<file path="src/core/ocd_defines.vh">
// Opcode field positions, operation codes, timing and register map for the decoder core.
// Assumes inclusion by the single core design file; definitions only.
`ifndef OCD_DEFINES_VH
`define OCD_DEFINES_VH
// Instruction field positions
`define OCD_PFX_HI 13
`define OCD_PFX_LO 12
`define OCD_OP_HI 11
`define OCD_OP_LO 8
`define OCD_DST_BIT 7
`define OCD_BIT_HI 9
`define OCD_BIT_LO 7
`define OCD_PTR_SEL_BIT 2
// Prefix groups
`define OCD_PFX_BYTE 2'h0
`define OCD_PFX_BIT 2'h1
`define OCD_PFX_LIT 2'h3
// Byte group codes (prefix 00)
`define OCD_OP_MOVWF 4'h0
`define OCD_OP_CLR 4'h1
`define OCD_OP_SUBWF 4'h2
`define OCD_OP_DECF 4'h3
`define OCD_OP_IORWF 4'h4
`define OCD_OP_ANDWF 4'h5
`define OCD_OP_XORWF 4'h6
`define OCD_OP_ADDF 4'h7
`define OCD_OP_MOVF 4'h8
`define OCD_OP_COMF 4'h9
`define OCD_OP_INCF 4'ha
`define OCD_OP_DECSZ 4'hb
`define OCD_OP_RRF 4'hc
`define OCD_OP_RLF 4'hd
`define OCD_OP_SWAPF 4'he
`define OCD_OP_INCSZ 4'hf
// Prefix 11 codes
`define OCD_OP_LDACC 4'h0
`define OCD_OP_LDPCH 4'h1
`define OCD_OP_LSLF 4'h5
`define OCD_OP_LSRF 4'h6
`define OCD_OP_ASRF 4'h7
`define OCD_OP_IORLW 4'h8
`define OCD_OP_ANDLW 4'h9
`define OCD_OP_XORLW 4'ha
`define OCD_OP_SUBB 4'hb
`define OCD_OP_SUBLW 4'hc
`define OCD_OP_ADDC 4'hd
`define OCD_OP_ADDLW 4'he
// Instruction cycle phases
`define OCD_PHASES 2'h3
// AXI4-Lite register byte addresses
`define OCD_REG_INSN 4'h0
`define OCD_REG_CTRL 4'h4
`define OCD_REG_RDATA 4'h8
`define OCD_REG_ACC 4'hc
// Control bits and response codes
`define OCD_CTRL_GO 0
`define OCD_RESP_OKAY 2'h0
`define OCD_RESP_SLVERR 2'h2
`endif

</file>
<file path="src/core/ocd_core.v">
// Instruction decoder and execute control for an 8-bit accumulator core.
// Assumes software feeds instruction words and file-register read data over
// AXI4-Lite, and collects the write-back and strobes from the FILE_* ports.
`include "ocd_defines.vh"

// Summary of operation
// [RULE1] File ops read, modify, then write back
// [RULE2] Addressed register always read first
// [RULE3] d=0 to accumulator, d=1 to file
// [RULE4] File address is seven bits wide
// [RULE5] Don't-care opcode bits are ignored
// [RULE6] Bit clear/set, three-bit position, no flags
// [RULE7] Pointer select picks pointer zero or one
// [RULE8] Two-bit mode: pre/post increment/decrement
// [RULE9] Add and add-with-carry update C, HC, Z
// [RULE10] AND, OR, XOR with file: zero only
// [RULE11] Rotates touch carry; shifts carry and zero
// [RULE12] Subtract and subtract-borrow update C, HC, Z
// [RULE13] Inc/dec skip on zero, no flags
// [RULE14] Bit test skips on clear or set
// [RULE15] Add literal updates C, HC, Z
// [RULE16] Literal minus accumulator updates C, HC, Z
// [RULE17] Literal logic ops affect zero only
// [RULE18] Load PC-high and accumulator literals, no flags
// [RULE19] One 14-bit word holds opcode and operands
// [RULE20] Instruction cycle is four clock periods
// [RULE21] True skip runs second cycle as no-op
// [RULE22] Z on zero, C bit7, HC nibble
module ocd_core (
  input wire MCLK,
  input wire SYS_RST,
  input wire [31:0] S_AXI_AWADDR,
  input wire S_AXI_AWVALID,
  output reg S_AXI_AWREADY,
  input wire [31:0] S_AXI_WDATA,
  input wire [3:0] S_AXI_WSTRB,
  input wire S_AXI_WVALID,
  output reg S_AXI_WREADY,
  output reg [1:0] S_AXI_BRESP,
  output reg S_AXI_BVALID,
  input wire S_AXI_BREADY,
  input wire [31:0] S_AXI_ARADDR,
  input wire S_AXI_ARVALID,
  output reg S_AXI_ARREADY,
  output reg [31:0] S_AXI_RDATA,
  output reg [1:0] S_AXI_RRESP,
  output reg S_AXI_RVALID,
  input wire S_AXI_RREADY,
  output reg [6:0] FILE_ADDR,
  output reg FILE_RD,
  output reg FILE_WR,
  output reg [7:0] FILE_WDATA,
  output reg [6:0] PC_HIGH_LATCH,
  output reg PTR_SEL,
  output reg [1:0] PTR_UPDATE_MODE
);

  // ****************************************************************
  // Arithmetic helpers
  // ****************************************************************

  // Nine-bit add with carry in; bit 8 is the carry out of bit 7
  function [8:0] ocd_add;
    input [7:0] a;
    input [7:0] b;
    input cin;
    begin
      ocd_add = {1'b0, a} + {1'b0, b} + {8'h00, cin};
    end
  endfunction

  // Carry out of the low nibble for the same add
  function ocd_half;
    input [7:0] a;
    input [7:0] b;
    input cin;
    reg [4:0] s;
    begin
      s = {1'b0, a[3:0]} + {1'b0, b[3:0]} + {4'h0, cin};
      ocd_half = s[4];
    end
  endfunction

  // ****************************************************************
  // State
  // ****************************************************************

  reg [13:0] insn_q; // Latched instruction word
  reg [7:0] rdata_q; // File register read data from software
  reg [7:0] acc_q; // Working accumulator
  reg carry_q; // Carry flag
  reg half_carry_flag_q; // Half-carry flag
  reg zero_q; // Zero flag
  reg busy_q; // Instruction in progress
  reg [1:0] phase_q; // Phase inside an instruction cycle
  reg skip_q; // Second, no-op cycle pending
  reg aw_hold_q; // Write address accepted, waiting for data
  reg [3:0] aw_addr_q; // Held write address
  reg w_hold_q; // Write data accepted, waiting for address
  reg [31:0] w_data_q; // Held write data

  // ****************************************************************
  // Decode and execute (combinational)
  // ****************************************************************

  wire [1:0] pfx = insn_q[`OCD_PFX_HI:`OCD_PFX_LO]; // [RULE19]
  wire [3:0] op = insn_q[`OCD_OP_HI:`OCD_OP_LO];
  wire dst = insn_q[`OCD_DST_BIT];
  wire [6:0] faddr = insn_q[6:0]; // [RULE4]
  wire [7:0] lit = insn_q[7:0];
  wire [2:0] bpos = insn_q[`OCD_BIT_HI:`OCD_BIT_LO];
  wire [7:0] bmask = 8'h01 << bpos; // [RULE6]

  reg [7:0] res; // Operation result
  reg to_file; // Result goes to the file register
  reg to_acc; // Result goes to the accumulator
  reg uses_file; // Instruction names a file register
  reg upd_c, upd_hc, upd_z; // Which flags to update
  reg new_c, new_hc; // Flag values
  reg skip_cond; // Skip the next instruction
  reg ld_pch; // Load the program counter high latch
  reg [8:0] sum; // Wide sum scratch

  always @* begin
    res = 8'h00;
    to_file = 1'b0;
    to_acc = 1'b0;
    uses_file = 1'b0;
    upd_c = 1'b0;
    upd_hc = 1'b0;
    upd_z = 1'b0;
    new_c = carry_q;
    new_hc = half_carry_flag_q;
    skip_cond = 1'b0;
    ld_pch = 1'b0;
    sum = 9'h000;
    case (pfx)
      `OCD_PFX_BYTE: begin
        uses_file = 1'b1; // [RULE1] [RULE2]
        to_file = dst; // [RULE3]
        to_acc = ~dst; // [RULE3]
        case (op)
          `OCD_OP_MOVWF: begin
            // d=0 encodings are control forms, left undecoded here
            res = acc_q;
            to_acc = 1'b0;
          end
          `OCD_OP_CLR: begin
            // Low bits of the accumulator form are ignored
            res = 8'h00; // [RULE5]
            uses_file = dst; // [RULE1] Accumulator form names no file
            upd_z = 1'b1;
          end
          `OCD_OP_SUBWF: begin
            sum = ocd_add(rdata_q, ~acc_q, 1'b1); // [RULE12]
            res = sum[7:0];
            new_c = sum[8]; // [RULE22]
            new_hc = ocd_half(rdata_q, ~acc_q, 1'b1);
            {upd_c, upd_hc, upd_z} = 3'b111;
          end
          `OCD_OP_DECF: begin
            res = rdata_q - 8'h01;
            upd_z = 1'b1;
          end
          `OCD_OP_IORWF: begin
            res = acc_q | rdata_q; // [RULE10]
            upd_z = 1'b1;
          end
          `OCD_OP_ANDWF: begin
            res = acc_q & rdata_q; // [RULE10]
            upd_z = 1'b1;
          end
          `OCD_OP_XORWF: begin
            res = acc_q ^ rdata_q; // [RULE10]
            upd_z = 1'b1;
          end
          `OCD_OP_ADDF: begin
            sum = ocd_add(acc_q, rdata_q, 1'b0); // [RULE9]
            res = sum[7:0];
            new_c = sum[8];
            new_hc = ocd_half(acc_q, rdata_q, 1'b0);
            {upd_c, upd_hc, upd_z} = 3'b111;
          end
          `OCD_OP_MOVF: begin
            res = rdata_q;
            upd_z = 1'b1;
          end
          `OCD_OP_COMF: begin
            res = ~rdata_q;
            upd_z = 1'b1;
          end
          `OCD_OP_INCF: begin
            res = rdata_q + 8'h01;
            upd_z = 1'b1;
          end
          `OCD_OP_DECSZ: begin
            res = rdata_q - 8'h01; // [RULE13]
            skip_cond = (res == 8'h00);
          end
          `OCD_OP_RRF: begin
            res = {carry_q, rdata_q[7:1]}; // [RULE11]
            new_c = rdata_q[0];
            upd_c = 1'b1;
          end
          `OCD_OP_RLF: begin
            res = {rdata_q[6:0], carry_q}; // [RULE11]
            new_c = rdata_q[7];
            upd_c = 1'b1;
          end
          `OCD_OP_SWAPF: begin
            res = {rdata_q[3:0], rdata_q[7:4]};
          end
          default: begin
            res = rdata_q + 8'h01; // [RULE13]
            skip_cond = (res == 8'h00);
          end
        endcase
      end
      `OCD_PFX_BIT: begin
        uses_file = 1'b1; // [RULE2]
        case (op[3:2])
          2'h0: begin
            res = rdata_q & ~bmask; // [RULE6]
            to_file = 1'b1;
          end
          2'h1: begin
            res = rdata_q | bmask; // [RULE6]
            to_file = 1'b1;
          end
          2'h2: skip_cond = ((rdata_q & bmask) == 8'h00); // [RULE14]
          default: skip_cond = ((rdata_q & bmask) != 8'h00); // [RULE14]
        endcase
      end
      `OCD_PFX_LIT: begin
        case (op)
          `OCD_OP_LDACC: begin
            res = lit; // [RULE18]
            to_acc = 1'b1;
          end
          `OCD_OP_LDPCH: ld_pch = insn_q[7]; // [RULE18]
          `OCD_OP_LSLF, `OCD_OP_LSRF, `OCD_OP_ASRF: begin
            uses_file = 1'b1;
            to_file = dst;
            to_acc = ~dst;
            {upd_c, upd_z} = 2'b11; // [RULE11]
            if (op == `OCD_OP_LSLF) begin
              res = {rdata_q[6:0], 1'b0};
              new_c = rdata_q[7];
            end else begin
              res = {(op == `OCD_OP_ASRF) & rdata_q[7], rdata_q[7:1]};
              new_c = rdata_q[0];
            end
          end
          `OCD_OP_IORLW, `OCD_OP_ANDLW, `OCD_OP_XORLW: begin
            to_acc = 1'b1;
            upd_z = 1'b1; // [RULE17]
            if (op == `OCD_OP_IORLW) res = acc_q | lit;
            else if (op == `OCD_OP_ANDLW) res = acc_q & lit;
            else res = acc_q ^ lit;
          end
          `OCD_OP_SUBB: begin
            uses_file = 1'b1;
            to_file = dst;
            to_acc = ~dst;
            sum = ocd_add(rdata_q, ~acc_q, carry_q); // [RULE12]
            res = sum[7:0];
            new_c = sum[8];
            new_hc = ocd_half(rdata_q, ~acc_q, carry_q);
            {upd_c, upd_hc, upd_z} = 3'b111;
          end
          `OCD_OP_SUBLW: begin
            to_acc = 1'b1;
            sum = ocd_add(lit, ~acc_q, 1'b1); // [RULE16]
            res = sum[7:0];
            new_c = sum[8];
            new_hc = ocd_half(lit, ~acc_q, 1'b1);
            {upd_c, upd_hc, upd_z} = 3'b111;
          end
          `OCD_OP_ADDC, `OCD_OP_ADDLW: begin
            uses_file = (op == `OCD_OP_ADDC);
            to_file = uses_file & dst;
            to_acc = ~(uses_file & dst);
            sum = ocd_add(acc_q, uses_file ? rdata_q : lit, uses_file & carry_q); // [RULE9] [RULE15]
            res = sum[7:0];
            new_c = sum[8];
            new_hc = ocd_half(acc_q, uses_file ? rdata_q : lit, uses_file & carry_q);
            {upd_c, upd_hc, upd_z} = 3'b111;
          end
          default: res = 8'h00;
        endcase
      end
      default: res = 8'h00;
    endcase
  end

  // ****************************************************************
  // AXI4-Lite slave
  // ****************************************************************

  // Acting only on held halves keeps an unmapped address from aliasing onto INSN
  wire [3:0] wa = aw_addr_q; // Held write address
  wire [31:0] wd = w_data_q; // Held write data
  wire wr_fire = aw_hold_q & w_hold_q & ~S_AXI_BVALID; // Both halves held, no pending answer
  wire wsel_insn = wr_fire & (wa == `OCD_REG_INSN) & ~busy_q;
  wire wsel_rd = wr_fire & (wa == `OCD_REG_RDATA);
  wire go = wr_fire & (wa == `OCD_REG_CTRL) & wd[`OCD_CTRL_GO] & ~busy_q;

  // Write channels accept address and data in either order
  always @(posedge MCLK or posedge SYS_RST) begin
    if (SYS_RST) begin
      S_AXI_AWREADY <= 1'b0;
      S_AXI_WREADY <= 1'b0;
      S_AXI_BVALID <= 1'b0;
      S_AXI_BRESP <= `OCD_RESP_OKAY;
      aw_hold_q <= 1'b0;
      aw_addr_q <= 4'h0;
      w_hold_q <= 1'b0;
      w_data_q <= 32'h00000000;
    end else begin
      S_AXI_AWREADY <= ~aw_hold_q & ~S_AXI_AWREADY & ~S_AXI_BVALID;
      S_AXI_WREADY <= ~w_hold_q & ~S_AXI_WREADY & ~S_AXI_BVALID;
      if (S_AXI_AWVALID & S_AXI_AWREADY) begin
        aw_hold_q <= 1'b1;
        aw_addr_q <= (S_AXI_AWADDR[31:4] == 28'h0000000) ? S_AXI_AWADDR[3:0] : 4'h1;
      end
      if (S_AXI_WVALID & S_AXI_WREADY) begin
        w_hold_q <= 1'b1;
        w_data_q <= S_AXI_WDATA;
      end
      if (aw_hold_q & w_hold_q & ~S_AXI_BVALID) begin
        // Unaligned or out-of-range address answers SLVERR
        S_AXI_BVALID <= 1'b1;
        S_AXI_BRESP <= (aw_addr_q[1:0] == 2'h0) ? `OCD_RESP_OKAY : `OCD_RESP_SLVERR;
        aw_hold_q <= 1'b0;
        w_hold_q <= 1'b0;
      end else if (S_AXI_BVALID & S_AXI_BREADY) begin
        S_AXI_BVALID <= 1'b0;
      end
    end
  end

  // Read channel: one read at a time
  always @(posedge MCLK or posedge SYS_RST) begin
    if (SYS_RST) begin
      S_AXI_ARREADY <= 1'b0;
      S_AXI_RVALID <= 1'b0;
      S_AXI_RDATA <= 32'h00000000;
      S_AXI_RRESP <= `OCD_RESP_OKAY;
    end else begin
      S_AXI_ARREADY <= ~S_AXI_ARREADY & ~S_AXI_RVALID & S_AXI_ARVALID;
      if (S_AXI_ARVALID & S_AXI_ARREADY) begin
        S_AXI_RVALID <= 1'b1;
        S_AXI_RRESP <= `OCD_RESP_OKAY;
        case (S_AXI_ARADDR)
          {28'h0000000, `OCD_REG_INSN}: S_AXI_RDATA <= {18'h00000, insn_q};
          {28'h0000000, `OCD_REG_CTRL}: S_AXI_RDATA <= {30'h00000000, skip_q, busy_q};
          {28'h0000000, `OCD_REG_RDATA}: S_AXI_RDATA <= {24'h000000, rdata_q};
          {28'h0000000, `OCD_REG_ACC}: S_AXI_RDATA <= {21'h000000, zero_q, half_carry_flag_q, carry_q, acc_q};
          default: begin
            S_AXI_RDATA <= 32'h00000000;
            S_AXI_RRESP <= `OCD_RESP_SLVERR;
          end
        endcase
      end else if (S_AXI_RVALID & S_AXI_RREADY) begin
        S_AXI_RVALID <= 1'b0;
      end
    end
  end

  // ****************************************************************
  // Instruction cycle sequencer
  // ****************************************************************

  // Phase 0 reads the file register, phase 3 writes back; software loads the
  // read data before GO, so the strobe reports the access rather than fetching.
  always @(posedge MCLK or posedge SYS_RST) begin
    if (SYS_RST) begin
      insn_q <= 14'h0000;
      rdata_q <= 8'h00;
      acc_q <= 8'h00;
      carry_q <= 1'b0;
      half_carry_flag_q <= 1'b0;
      zero_q <= 1'b0;
      busy_q <= 1'b0;
      phase_q <= 2'h0;
      skip_q <= 1'b0;
      FILE_ADDR <= 7'h00;
      FILE_RD <= 1'b0;
      FILE_WR <= 1'b0;
      FILE_WDATA <= 8'h00;
      PC_HIGH_LATCH <= 7'h00;
      PTR_SEL <= 1'b0;
      PTR_UPDATE_MODE <= 2'h0;
    end else begin
      FILE_RD <= 1'b0;
      FILE_WR <= 1'b0;
      if (wsel_insn) insn_q <= wd[13:0]; // [RULE19]
      if (wsel_rd & ~busy_q) rdata_q <= wd[7:0];
      if (go) begin
        busy_q <= 1'b1;
        phase_q <= 2'h0;
        FILE_ADDR <= faddr; // [RULE4]
        FILE_RD <= uses_file; // [RULE2]
        PTR_SEL <= insn_q[`OCD_PTR_SEL_BIT]; // [RULE7]
        PTR_UPDATE_MODE <= insn_q[1:0]; // [RULE8]
      end else if (busy_q) begin
        phase_q <= phase_q + 2'h1; // [RULE20]
        if (phase_q == `OCD_PHASES) begin
          if (skip_q) begin
            // Second cycle of a taken skip does nothing
            skip_q <= 1'b0; // [RULE21]
            busy_q <= 1'b0;
          end else begin
            FILE_WR <= to_file; // [RULE1] [RULE3]
            if (to_file) FILE_WDATA <= res; // Held between writes
            if (to_acc) acc_q <= res; // [RULE3]
            if (upd_c) carry_q <= new_c; // [RULE22]
            if (upd_hc) half_carry_flag_q <= new_hc;
            if (upd_z) zero_q <= (res == 8'h00); // [RULE22]
            if (ld_pch) PC_HIGH_LATCH <= lit[6:0]; // [RULE18]
            skip_q <= skip_cond; // [RULE13] [RULE14] [RULE21]
            busy_q <= skip_cond;
          end
        end
      end
    end
  end

endmodule // ocd_core

</file>
<file path="config.mk">
export PLATFORM = sky130hd
export DESIGN_NAME = ocd_core
export DESIGN_NICKNAME = d
export VERILOG_FILES = /design/src/core/ocd_core.v
export VERILOG_INCLUDE_DIRS = /design/src /design/src/core
export SDC_FILE = /design/constraint.sdc
export NUM_CORES = 1
export LEC_CHECK = 0
export CAP_MARGIN = 20
export CORE_UTILIZATION = 45
export DETAILED_ROUTE_END_ITERATION = 16
export DONT_BUFFER_PORTS = 1
export PLACE_DENSITY = 0.61
export SYNTH_ARGS = -nofsm -noshare
export SYNTH_HDL_FRONTEND = slang
export SYNTH_SLANG_ARGS = --single-unit
export TNS_END_PERCENT = 50
</file>
<file path="constraint.sdc">
create_clock -name MCLK -period 5.05 [get_ports MCLK]
set_input_delay 0.505 -clock MCLK [delete_from_list [all_inputs] [get_ports MCLK]]
set_output_delay 0.505 -clock MCLK [all_outputs]
set_load 0.1 [all_outputs]
</file>
==> run summary <==
Status: completed
WS Path Type: register to register
Asr flop ratio synth: 100%
CP Capture Type: register
Via/cell ratio: 6.54
Share of Yosys cell area claimed by the top area cell type: 27.1%
HPWL after DPL: 23.7 mm
CORE AREA: 0.0204 mm2
H-tree depth: 3
Final wirelength: 32.7 mm
Worst hold path class: input port to async pin
Maximum vdd drop: 0.000368 V
#FFs+latches synth: 102
GRT Overall Usage: 30.5%
Yosys top cell by area: dfrtp_1
CTS sink cnt: 102
Initial cell density of the core: 46.3%
Synth top area cells: dfrtp_1, ha_1, mux2_2
Worst endpoint required time: 5.33 ns
Post-CTS setup buffers: 0
CTS root buffer: clkbuf_16
Post-synth top flop: dfrtp_1
Layout cells sized above 1: 11.0%
GPL Wtd Cong: 0.969
Setup Viol. Count Final: 0
Final cycle utilization of the critical path: 86.3%
Tmin final: 4.36 ns
Starting DRT DRC Count: 1092
Row count: 52
First-pass GRT wire length: 50.0 mm
Synth unique cells: 88
Nets: 1261
WL per Instance: 24.1 um
Area grow syn2layout: 4.78%
Power Density: 413 mW/mm2
Inserted Clock Buffers: 9
Worst Tran Pin Value: 0.978 ns
Most frequent cells in the layout: dfrtp_1, nand2_1, o21ai_0, nor2_1, ha_1
Register area share after synthesis: 27.1%
Multi-input logic area: 0.00623 mm2
Port Buffers: 0
CTS Hold Bufs: 0
I/O pins: 175
Initial antenna violation count: 1
Max-cap violation count: 0
CTS Buffer Depth: 2
Die height: 147 um
Worst endpoint data arrival time: 4.64 ns
Syn avg cell area: 8.43 um2
Die Area: 0.0215 mm2
Post-synthesis cell count: 1118
Clock Latency Late Sink: 0.37 ns
Post-CTS sizing: 0
Layout fillers: 2024
TritonRoute pass-1 iters: 6
Vias in the first global route: 8174
Commonest non-fill, non-tap cell in the layout: dfrtp_1
GR Overflow Total: 0
CTS tree: built
Register area: 0.00256 mm2
Post-DRT Antenna Nets: 0
Via count: 8880
Max-slew violations: 0
Clock Pin Slew Worst Setup and Hold Paths: 0.08 ns
Clk_skew: 0.0138 ns
Post-synth EDFFs: 0
Static Leak: 4.02 nW
Setup TNS: 0 ns
Relative slew margins: 34.8%
DR DRC count: 0
Hold slack: 0.0569 ns
Fmax: 230 MHz
Largest net degree at the start of global routing: 79
RSZ-0062 raised after global routing: no
Mapped Area: 0.00943 mm2
Critical path peak fanout: 16
Worst setup SP type: register
Synth warn: 0
Fin. Hold Viols: 0
Die X: 147 um
sequential cells by signal, indices dropped and copies added, names as in the netlist, 2 cells and up:
| register | count |
|---|---|
| aw_addr_q | 4 |
| PC_HIGH_LATCH | 7 |
| FILE_WDATA | 8 |
| phase_q | 2 |
| insn_q | 14 |
| FILE_ADDR | 7 |
| rdata_q | 8 |
| w_data_q | 14 |
| S_AXI_RDATA | 14 |
| acc_q | 8 |
cells in the mapped netlist, types with 8 or more instances:
cell type / count
ha_1: 67
nor2b_1: 23
nand3_1: 30
xnor2_1: 29
o31ai_1: 26
a31oi_1: 10
a22o_1: 11
a21o_1: 10
inv_1: 46
buf_2: 26
a2111oi_0: 8
a21boi_0: 9
a21oi_1: 53
mux2_2: 41
o21ai_0: 82
xor2_1: 9
a22oi_1: 18
nor4_1: 22
a221oi_1: 8
o22ai_1: 11
buf_4: 30
nand4_1: 8
nand2b_1: 25
o211ai_1: 9
a211oi_1: 12
nor2_1: 72
clkbuf_1: 38
nor3_1: 31
dfrtp_1: 102
nand2_1: 94
mux2i_1: 13
metal layers:
metal  vias up  wire (um)  track usage (%)
met5         -          0                0
li1       4007          -                -
met3        93       3130             6.27
met2       531      14200             44.1
met4         0       1230             13.2
met1      4249      14100             43.6
area by class of cell:
cell class,instances,share of cell area (%)
Clock inverter,5,0.659
Inverter,50,1.93
Clock buffer,11,2.56
Tap cell,270,3.42
Antenna cell,1,0.0253
Multi-Input combinational cell,886,63.1
Timing Repair Buffer,33,2.46
Sequential cell,102,25.9
path summary, 6_finish.rpt:
path	from	to	slack, ns	depth (start not counted)
worst min-delay path	SYS_RST	busy_q	0.06	1
worst max register to register	insn_q[10]	zero_q	0.69	14
min in group MCLK	S_AXI_BREADY	S_AXI_BVALID	0.23	1
max in group asynchronous	SYS_RST	insn_q[10]	3.80	2
worst max-delay path	insn_q[10]	zero_q	0.69	14
worst min register to register	aw_hold_q	S_AXI_AWREADY	0.48	1
cell families (layout without fill, tap and decap cells):
kind of cell,after synthesis,in the layout,synth area share [%]
adder cells (fa/ha/maj),73,73,10.1
AND/OR/NAND/NOR,358,358,19.4
AO/OA/AOI/OAI,336,336,24.5
multiplexers,58,58,7.07
XOR/XNOR,41,41,4.18
flip-flops,102,102,27.1
other,1,21,0.0398
buffers and inverters,149,99,7.71
report_power, final:
group / internal (mW) / total (mW) / switching, mW
sequential: 0.945 / 1.25 / 0.305
combinational: 0.672 / 2.09 / 1.41
clock: 0.417 / 0.738 / 0.321
through the flow:
step	instances	setup slack (ns)	utilization (%)	instance area (um2)	total power, mW
after floorplan	1137	1.22	-	9500	2.71
after global placement	1339	0.908	46.9	9550	3.26
after detailed placement	1340	0.827	46.9	9550	3.27
after CTS	1356	0.804	48.5	9870	4.01
after global routing	1357	0.439	48.5	9880	4.27
final	1358	0.694	48.5	9880	4.08
critical path, cell delays in order, from the launching register on:
cell and delay [ns]:
dfrtp_2 0.35, and2_1 0.40, nand2_1 0.40, o21ai_0 0.38, fa_1 0.30, inv_1 0.07
fa_1 0.41, nor2b_1 0.17, o22ai_1 0.15, xnor2_1 0.18, a221oi_1 0.43, o22ai_1 0.13
nor3_1 0.53, nand4bb_1 0.18, o31ai_2 0.20
No activity file was read; power rests on OpenSTA's default activity.
